--- src/rtl/timer_regs_pkg.sv ---
// constants and types for the timer reload and capture/compare register block
package timer_regs_pkg;
   localparam logic [7:0] OFS_COUNTER = 8'h24;
   localparam logic [7:0] OFS_RELOAD = 8'h2C;
   localparam logic [7:0] OFS_CH0 = 8'h34;
   localparam logic [7:0] OFS_CH1 = 8'h38;
   localparam logic [7:0] OFS_CH2 = 8'h3C;
   localparam logic [7:0] OFS_CFG = 8'hFC;
   localparam int SUPPRESS_BIT = 1;
   localparam int NUM_CH = 3;
   localparam logic [15:0] VALUE_RESET = 16'h0000;
   localparam logic [1:0] RESP_OKAY = 2'h0;
   localparam logic [1:0] RESP_SLVERR = 2'h2;

   typedef struct packed {
      logic [2:0] input_mode;
      logic [2:0] shadow_en;
      logic [2:0] capture;
      logic update;
   } chan_ctrl_s;

   typedef struct packed {
      logic [15:0] counter;
      logic counter_load;
   } counter_load_s;
endpackage

--- src/rtl/timer_reload_compare_regs.sv ---
// AXI4-Lite register block: reload limit, channel 0..2 capture/compare values, write filter
module timer_reload_compare_regs (
   input wire logic CLK,
   input wire logic SRST,
   input wire logic [7:0] AWADDR,
   input wire logic AWVALID,
   output logic AWREADY,
   input wire logic [31:0] WDATA,
   input wire logic [3:0] WSTRB,
   input wire logic WVALID,
   output logic WREADY,
   output logic [1:0] BRESP,
   output logic BVALID,
   input wire logic BREADY,
   input wire logic [7:0] ARADDR,
   input wire logic ARVALID,
   output logic ARREADY,
   output logic [31:0] RDATA,
   output logic [1:0] RRESP,
   output logic RVALID,
   input wire logic RREADY,
   input wire logic [15:0] COUNTER_VALUE,
   input wire timer_regs_pkg::chan_ctrl_s CHAN_CTRL,
   output timer_regs_pkg::counter_load_s COUNTER_LOAD,
   output logic [15:0] RELOAD_LIMIT,
   output logic [47:0] COMPARE_ACTIVE
);
   import timer_regs_pkg::*;

   // ---------------------------------------------------------------
   // write channel capture
   // ---------------------------------------------------------------
   logic aw_held, w_held, next_aw_held, next_w_held;
   logic [7:0] aw_addr, next_aw_addr;
   logic [31:0] w_data, next_w_data;
   logic [3:0] w_strb, next_w_strb;
   logic bvalid, next_bvalid;
   logic [1:0] bresp, next_bresp;
   logic [15:0] reload_limit, next_reload_limit;
   logic same_value_write_suppress, next_same_value_write_suppress;
   logic [15:0] channel_value [NUM_CH];
   logic [15:0] next_channel_value [NUM_CH];
   logic [15:0] compare_active [NUM_CH];
   logic [15:0] next_compare_active [NUM_CH];
   counter_load_s counter_load, next_counter_load;
   logic do_write;

   function automatic logic [1:0] chan_index(input logic [7:0] a);
      if (a == OFS_CH0) begin
         return 2'd0;
      end else if (a == OFS_CH1) begin
         return 2'd1;
      end else if (a == OFS_CH2) begin
         return 2'd2;
      end else begin
         return 2'd3;
      end
   endfunction

   assign do_write = aw_held && w_held && !bvalid;

   always_comb begin
      next_aw_held = aw_held;
      next_w_held = w_held;
      next_aw_addr = aw_addr;
      next_w_data = w_data;
      next_w_strb = w_strb;
      next_bvalid = bvalid;
      next_bresp = bresp;
      next_reload_limit = reload_limit;
      next_same_value_write_suppress = same_value_write_suppress;
      next_counter_load = '0;
      if (AWVALID && !aw_held) begin
         next_aw_held = 1'b1;
         next_aw_addr = AWADDR;
      end
      if (WVALID && !w_held) begin
         next_w_held = 1'b1;
         next_w_data = WDATA;
         next_w_strb = WSTRB;
      end
      if (bvalid && BREADY) begin
         next_bvalid = 1'b0;
      end
      if (do_write) begin
         next_aw_held = 1'b0;
         next_w_held = 1'b0;
         next_bvalid = 1'b1;
         next_bresp = RESP_OKAY;
         if (w_strb != 4'hF) begin
            next_bresp = RESP_SLVERR;
         end else if (aw_addr == OFS_RELOAD) begin
            next_reload_limit = w_data[15:0];
         end else if (aw_addr == OFS_CFG) begin
            next_same_value_write_suppress = w_data[SUPPRESS_BIT];
         end else if (aw_addr == OFS_COUNTER) begin
            next_counter_load.counter = w_data[15:0];
            next_counter_load.counter_load = 1'b1;
         end else if (chan_index(aw_addr) == 2'd3) begin
            next_bresp = RESP_SLVERR;
         end
      end
   end

   // ---------------------------------------------------------------
   // channel values, capture and shadow
   // ---------------------------------------------------------------
   for (genvar i = 0; i < NUM_CH; i++) begin : g_ch
      logic wr_hit;
      assign wr_hit = do_write && (w_strb == 4'hF) && (chan_index(aw_addr) == 2'(i));
      always_comb begin
         next_channel_value[i] = channel_value[i];
         if (CHAN_CTRL.input_mode[i]) begin
            if (CHAN_CTRL.capture[i]) begin
               next_channel_value[i] = COUNTER_VALUE;
            end
         end else if (wr_hit) begin
            if (!(same_value_write_suppress && w_data[15:0] == channel_value[i])) begin
               next_channel_value[i] = w_data[15:0];
            end
         end
         next_compare_active[i] = compare_active[i];
         if (!CHAN_CTRL.shadow_en[i] || CHAN_CTRL.update) begin
            next_compare_active[i] = next_channel_value[i];
         end
      end
      always_ff @(posedge CLK) begin
         if (SRST) begin
            channel_value[i] <= VALUE_RESET;
            compare_active[i] <= VALUE_RESET;
         end else begin
            channel_value[i] <= next_channel_value[i];
            compare_active[i] <= next_compare_active[i];
         end
      end
   end

   always_ff @(posedge CLK) begin
      if (SRST) begin
         aw_held <= 1'b0;
         w_held <= 1'b0;
         aw_addr <= '0;
         w_data <= '0;
         w_strb <= '0;
         bvalid <= 1'b0;
         bresp <= RESP_OKAY;
         reload_limit <= VALUE_RESET;
         same_value_write_suppress <= 1'b0;
         counter_load <= '0;
         COMPARE_ACTIVE <= '0;
         // ready ports come from flops that hold the inverse of the held flags, not from an inverter
         AWREADY <= 1'b1;
         WREADY <= 1'b1;
      end else begin
         aw_held <= next_aw_held;
         w_held <= next_w_held;
         aw_addr <= next_aw_addr;
         w_data <= next_w_data;
         w_strb <= next_w_strb;
         bvalid <= next_bvalid;
         bresp <= next_bresp;
         reload_limit <= next_reload_limit;
         same_value_write_suppress <= next_same_value_write_suppress;
         counter_load <= next_counter_load;
         COMPARE_ACTIVE <= {next_compare_active[2], next_compare_active[1],
                            next_compare_active[0]};
         AWREADY <= !next_aw_held;
         WREADY <= !next_w_held;
      end
   end

   assign BVALID = bvalid;
   assign BRESP = bresp;
   assign RELOAD_LIMIT = reload_limit;
   assign COUNTER_LOAD = counter_load;

   // ---------------------------------------------------------------
   // read channel
   // ---------------------------------------------------------------
   logic rvalid, next_rvalid;
   logic [31:0] rdata, next_rdata;
   logic [1:0] rresp, next_rresp;

   always_comb begin
      next_rvalid = rvalid;
      next_rdata = rdata;
      next_rresp = rresp;
      if (rvalid && RREADY) begin
         next_rvalid = 1'b0;
      end
      if (ARVALID && !rvalid) begin
         next_rvalid = 1'b1;
         next_rresp = RESP_OKAY;
         next_rdata = '0;
         if (ARADDR == OFS_RELOAD) begin
            next_rdata = {16'h0000, reload_limit};
         end else if (ARADDR == OFS_CFG) begin
            next_rdata[SUPPRESS_BIT] = same_value_write_suppress;
         end else if (ARADDR == OFS_COUNTER) begin
            next_rdata = {16'h0000, COUNTER_VALUE};
         end else if (chan_index(ARADDR) != 2'd3) begin
            next_rdata = {16'h0000, channel_value[chan_index(ARADDR)]};
         end else begin
            next_rresp = RESP_SLVERR;
         end
      end
   end

   always_ff @(posedge CLK) begin
      if (SRST) begin
         rvalid <= 1'b0;
         rdata <= '0;
         rresp <= RESP_OKAY;
         ARREADY <= 1'b1;
      end else begin
         rvalid <= next_rvalid;
         rdata <= next_rdata;
         rresp <= next_rresp;
         ARREADY <= !next_rvalid;
      end
   end

   assign RVALID = rvalid;
   assign RDATA = rdata;
   assign RRESP = rresp;

   // ---------------------------------------------------------------
   // assertions
   // ---------------------------------------------------------------
   a_reload_write: assert property (@(posedge CLK) disable iff (SRST)
      do_write && w_strb == 4'hF && aw_addr == OFS_RELOAD |=> RELOAD_LIMIT == $past(w_data[15:0]))
      else $error("reload write not stored");
   a_input_hold: assert property (@(posedge CLK) disable iff (SRST)
      CHAN_CTRL.input_mode[0] && !CHAN_CTRL.capture[0] |=> $stable(channel_value[0]))
      else $error("input channel changed without capture");
   a_capture_take: assert property (@(posedge CLK) disable iff (SRST)
      CHAN_CTRL.input_mode[1] && CHAN_CTRL.capture[1] |=> channel_value[1] == $past(COUNTER_VALUE))
      else $error("capture not taken");
   a_output_write: assert property (@(posedge CLK) disable iff (SRST)
      g_ch[2].wr_hit && !CHAN_CTRL.input_mode[2] && !same_value_write_suppress
      |=> channel_value[2] == $past(w_data[15:0]))
      else $error("output channel write lost");
   a_shadow_hold: assert property (@(posedge CLK) disable iff (SRST)
      CHAN_CTRL.shadow_en[0] && !CHAN_CTRL.update |=> $stable(COMPARE_ACTIVE[15:0]))
      else $error("shadow moved without update");
   a_suppress_eq: assert property (@(posedge CLK) disable iff (SRST)
      g_ch[0].wr_hit && same_value_write_suppress && !CHAN_CTRL.input_mode[0]
      && w_data[15:0] == channel_value[0]
      |=> channel_value[0] == $past(channel_value[0]))
      else $error("suppressed write altered value");
   a_cfg_only_sw: assert property (@(posedge CLK) disable iff (SRST)
      !(do_write && aw_addr == OFS_CFG) |=> $stable(same_value_write_suppress))
      else $error("suppress bit changed without write");
   a_counter_pulse: assert property (@(posedge CLK) disable iff (SRST)
      COUNTER_LOAD.counter_load |=> !COUNTER_LOAD.counter_load)
      else $error("counter load not a pulse");
   a_bresp_time: assert property (@(posedge CLK) disable iff (SRST)
      do_write |=> BVALID)
      else $error("write response missing");
   c_capture: cover property (@(posedge CLK) CHAN_CTRL.input_mode[0] && CHAN_CTRL.capture[0]);
   c_suppress: cover property (@(posedge CLK) g_ch[1].wr_hit && same_value_write_suppress);
   c_update: cover property (@(posedge CLK) CHAN_CTRL.shadow_en[2] && CHAN_CTRL.update);
endmodule

--- config.mk ---
export PLATFORM = sky130hd
export DESIGN_NAME = timer_reload_compare_regs
export DESIGN_NICKNAME = d
export VERILOG_FILES = /design/src/rtl/timer_regs_pkg.sv /design/src/rtl/timer_reload_compare_regs.sv
export SDC_FILE = /design/constraint.sdc
export NUM_CORES = 1
export LEC_CHECK = 0
export CAP_MARGIN = 5
export CORE_MARGIN = 2
export CORE_UTILIZATION = 58
export DETAILED_ROUTE_END_ITERATION = 6
export DONT_BUFFER_PORTS = 1
export PLACE_DENSITY = 0.76
export SYNTH_ARGS = -nofsm -noshare
export SYNTH_HDL_FRONTEND = slang
export SYNTH_SLANG_ARGS = --single-unit
--- constraint.sdc ---
create_clock -name CLK -period 2.2 [get_ports CLK]
set_input_delay 0.11 -clock CLK [delete_from_list [all_inputs] [get_ports CLK]]
set_output_delay 0.11 -clock CLK [all_outputs]
set_load 0.005 [all_outputs]
==> summary.txt <==
Placement
  • Dpl hpwl: 22000 µm
  • Placed standard-cell area: 9730 µm²
  • I/O Buffers: 0
  • Placement Setup Slack: -0.0780 ns
  • Final Wtd Congestion: 1.01

Timing
  • Worst slew pin tran: 1.19 ns
  • Rel. slew slack: 20.3%
  • Hold slack: -0.105 ns
  • Final slew viol count: 0
  • Fin crit period: 2.43 ns
  • Worst setup margin: -0.231 ns
  • Unrepaired setup endpoints after global routing: true
  • Hold Vio Cnt, Final: 22
  • FMAX: 411 MHz
  • Fin crit share: 111%
  • # setup viols final: 3
  • Clock skew: 0.0127 ns

Hold path
  • HP Class: primary input to flop
  • Hold path start: CHAN_CTRL[8]

Clock network
  • CTS Root Cell: clkbuf_16
  • CTS sink cnt: 183
  • CTS Buf Count: 17
  • CTS H-tree lvls: 4
  • Clock buffer depth: 2
  • CTS clk-pin slew, worst paths: 0.07 ns
  • # hold bufs at CTS: 69
  • Clock Latency Late Sink: 0.45 ns
  • CTS tree: yes

Routing
  • First-pass iteration count of the detailed router: 7
  • Starting DRT DRC Count: 1100
  • DR WL/cell: 24.2 µm
  • Vias: 8940
  • Vias/cell: 6.38
  • DRC Markers: 0
  • Total Wirelength: 33900 µm
  • Antenna viol nets, final: 0

Critical path
  • Flop-to-flop setup slack: -0.23 ns
  • Critical Path RT: 2.54 ns
  • Critical path type: flop to flop
  • CP Capture Type: flop
  • R2R cell count: 7
  • RR Endpoint: COMPARE_ACTIVE[27]
  • CP Capture Point: COMPARE_ACTIVE[27]
  • RR Startpoint: w_data[14]
  • Crit path launch type: flop
  • Critical path origin: w_data[14]
  • Worst Path Arrival: 2.77 ns
  • CP max FO: 16

Global routing
  • Largest net degree at the start of global routing: 113
  • Met1 usage: 48.3%
  • Global Route met3 Usage: 10.4%
  • GR peak layer: met2
  • Vias in the first global route: 8461
  • Global-route wire length before repair: 49100 µm
  • Initial antenna violation count: 1
  • All-layer global routing usage: 39.5%
  • Met2 Use GR: 63.1%
  • Global route overflow: 0

Synth
  • Post-synth EDFFs: 0
  • Syn avg cell area: 8.47 µm²
  • Count leader, synth: dfxtp_1
  • Asr flop ratio synth: 0%
  • Yosys warns: 0
  • Synth Register Bits: 183
  • Ys flop type: dfxtp_1
  • Gate Count Post-Synth: 1072
  • Post-synth cell types: 60
  • Main area contributors after synthesis: dfxtp_1 40%, nand2_1 6.9%, mux2i_1 5.5%
  • Synthesized area: 9080 µm²
  • Post-synth top cells: 183 x dfxtp_1, 167 x nand2_1, 68 x nor2_1, 63 x a211oi_1, 62 x a21oi_1
  • Share of the synthesized area in the top cell type: 40.3%
  • Synth area leader: dfxtp_1
  • Sequential area share after synthesis: 40.3%

Power
  • Leak pwr: 4.45 nW
  • VDD IR-drop max: 0.000636 V
  • PD cells: 718 nW/µm²

Layout
  • Final Instance Area: 11500 µm²
  • P&R area growth vs syn: 26.7%
  • Ratio of cells with drive above 1 in the final layout: 20.8%
  • Nets: 1261

Floorplanning
  • Top Ports: 207
  • Die Span Y: 129 µm
  • Initial core utilization: 59.5%
  • Die X: 129 µm
  • Std cell rows: 45
  • Die area: 16700 µm²
  • Placeable Area: 15300 µm²

Status
  • Failing checks: negative hold slack, negative setup slack
  • Outcome: complete, but fails checks

Flow run
  • Max-Cap Viols: 0
final cells by class:
class,count,area [µm²]
Antenna cell,1,2.50
Inverter,19,71.3
Sequential cell,183,3680
Fill cell,1079,3750
Tap cell,211,264
Multi-Input combinational cell,777,5240
Timing Repair Buffer,178,1620
Clock buffer,17,425
Clock inverter,15,205
cells by family after synthesis:
group                     after synthesis  share of synthesized area (%)
and+or+nand+nor                       388                           21.2
AOI/OAI and AO/OA                     270                           21.3
DFF                                   183                           40.3
buffers and inverters                 130                           6.78
muxes                                  51                           5.63
xor gates and xnor gates               49                           4.72
other                                   1                         0.0413
sequential cells by signal, summed over array words and instances (netlist names), 4 cells and up:
signal and count:
w_data 16, w_strb 4, RELOAD_LIMIT 16, COUNTER_LOAD 17
RDATA 16, aw_addr 8, COMPARE_ACTIVE 48, channel_value 48
power breakdown:
group | internal (W) | leakage (nW) | total [W] | switching (W)
Combinational | 0.000599 | 2.64 | 0.00127 | 0.000672
Sequential | 0.00351 | 1.51 | 0.00373 | 0.000218
Clock | 0.00175 | 0.305 | 0.00327 | 0.00152
Total | 0.00586 | 4.45 | 0.00826 | 0.00241
per-stage QoR:
| step | util [%] | total power, W | instances | TNS [ns] |
|---|---|---|---|---|
| 2_1_floorplan | - | 0.00447 | 1089 | 0 |
| 3_3_place_gp | 63.8 | 0.00471 | 1295 | -0.245 |
| 3_5_place_dp | 63.8 | 0.00473 | 1295 | -0.489 |
| 4_1_cts | 73.3 | 0.00812 | 1397 | -0.000884 |
| 5_1_grt | 75.4 | 0.00849 | 1401 | -0.811 |
| 6_report | 75.4 | 0.00826 | 1401 | -0.447 |
cells in the final DEF (no fill, tap or decap), drive strengths merged, types with 21 or more instances in the layout:
| master | netlist | final |
|---|---|---|
| dfxtp | 183 | 183 |
| nand2 | 167 | 167 |
| buf | 49 | 109 |
| a211oi | 72 | 72 |
| nor2 | 69 | 70 |
| dlygate4sd3 | 0 | 68 |
| a21oi | 62 | 62 |
| mux2i | 50 | 50 |
| o21ai | 38 | 38 |
| xor2 | 31 | 31 |
| a22o | 30 | 30 |
| nor3b | 30 | 30 |
| inv | 19 | 26 |
| nor4 | 26 | 26 |
| nor2b | 21 | 21 |
how the worst min path moves through the flow:
stage | to | slack, ns | depth (start not counted)
3_5_place_dp | aw_addr[3] | 0.19 | 1
4_1_cts | channel_value[1][9] | -0.13 | 2
2_1_floorplan | RVALID | 0.23 | 1
6_report | channel_value[1][15] | -0.11 | 2
5_1_grt | channel_value[1][9] | -0.13 | 2
3_3_place_gp | same_value_write_suppress | 0.19 | 1
repair_timing:
| action | in CTS | in global routing |
|---|---|---|
| cloned | 0 | 2 |
| setup endpoints to repair | 36 | 89 |
| hold endpoints to repair | 160 | 29 |
| resized for setup | 23 | 68 |
| pin swaps | 2 | 15 |
| buffers inserted | 1 | 2 |
critical path: stages, from the launching register on:
cell and delay, ns:
dfxtp_1 0.52, xor2_1 0.25, nor3_1 0.08, and3_1 0.19, buf_12 0.16, a2111oi_0 0.78
a211oi_2 0.09, a22o_1 0.24
metal layers:
layer	wire length, µm	share of wire (%)	vias up
li1	-	-	3995
met1	12700	38	4203
met2	15400	45	610
met5	0	0	-
met4	2180	6.4	0
met3	3590	11	132
Note: power is estimated with default switching activity, not from simulation.
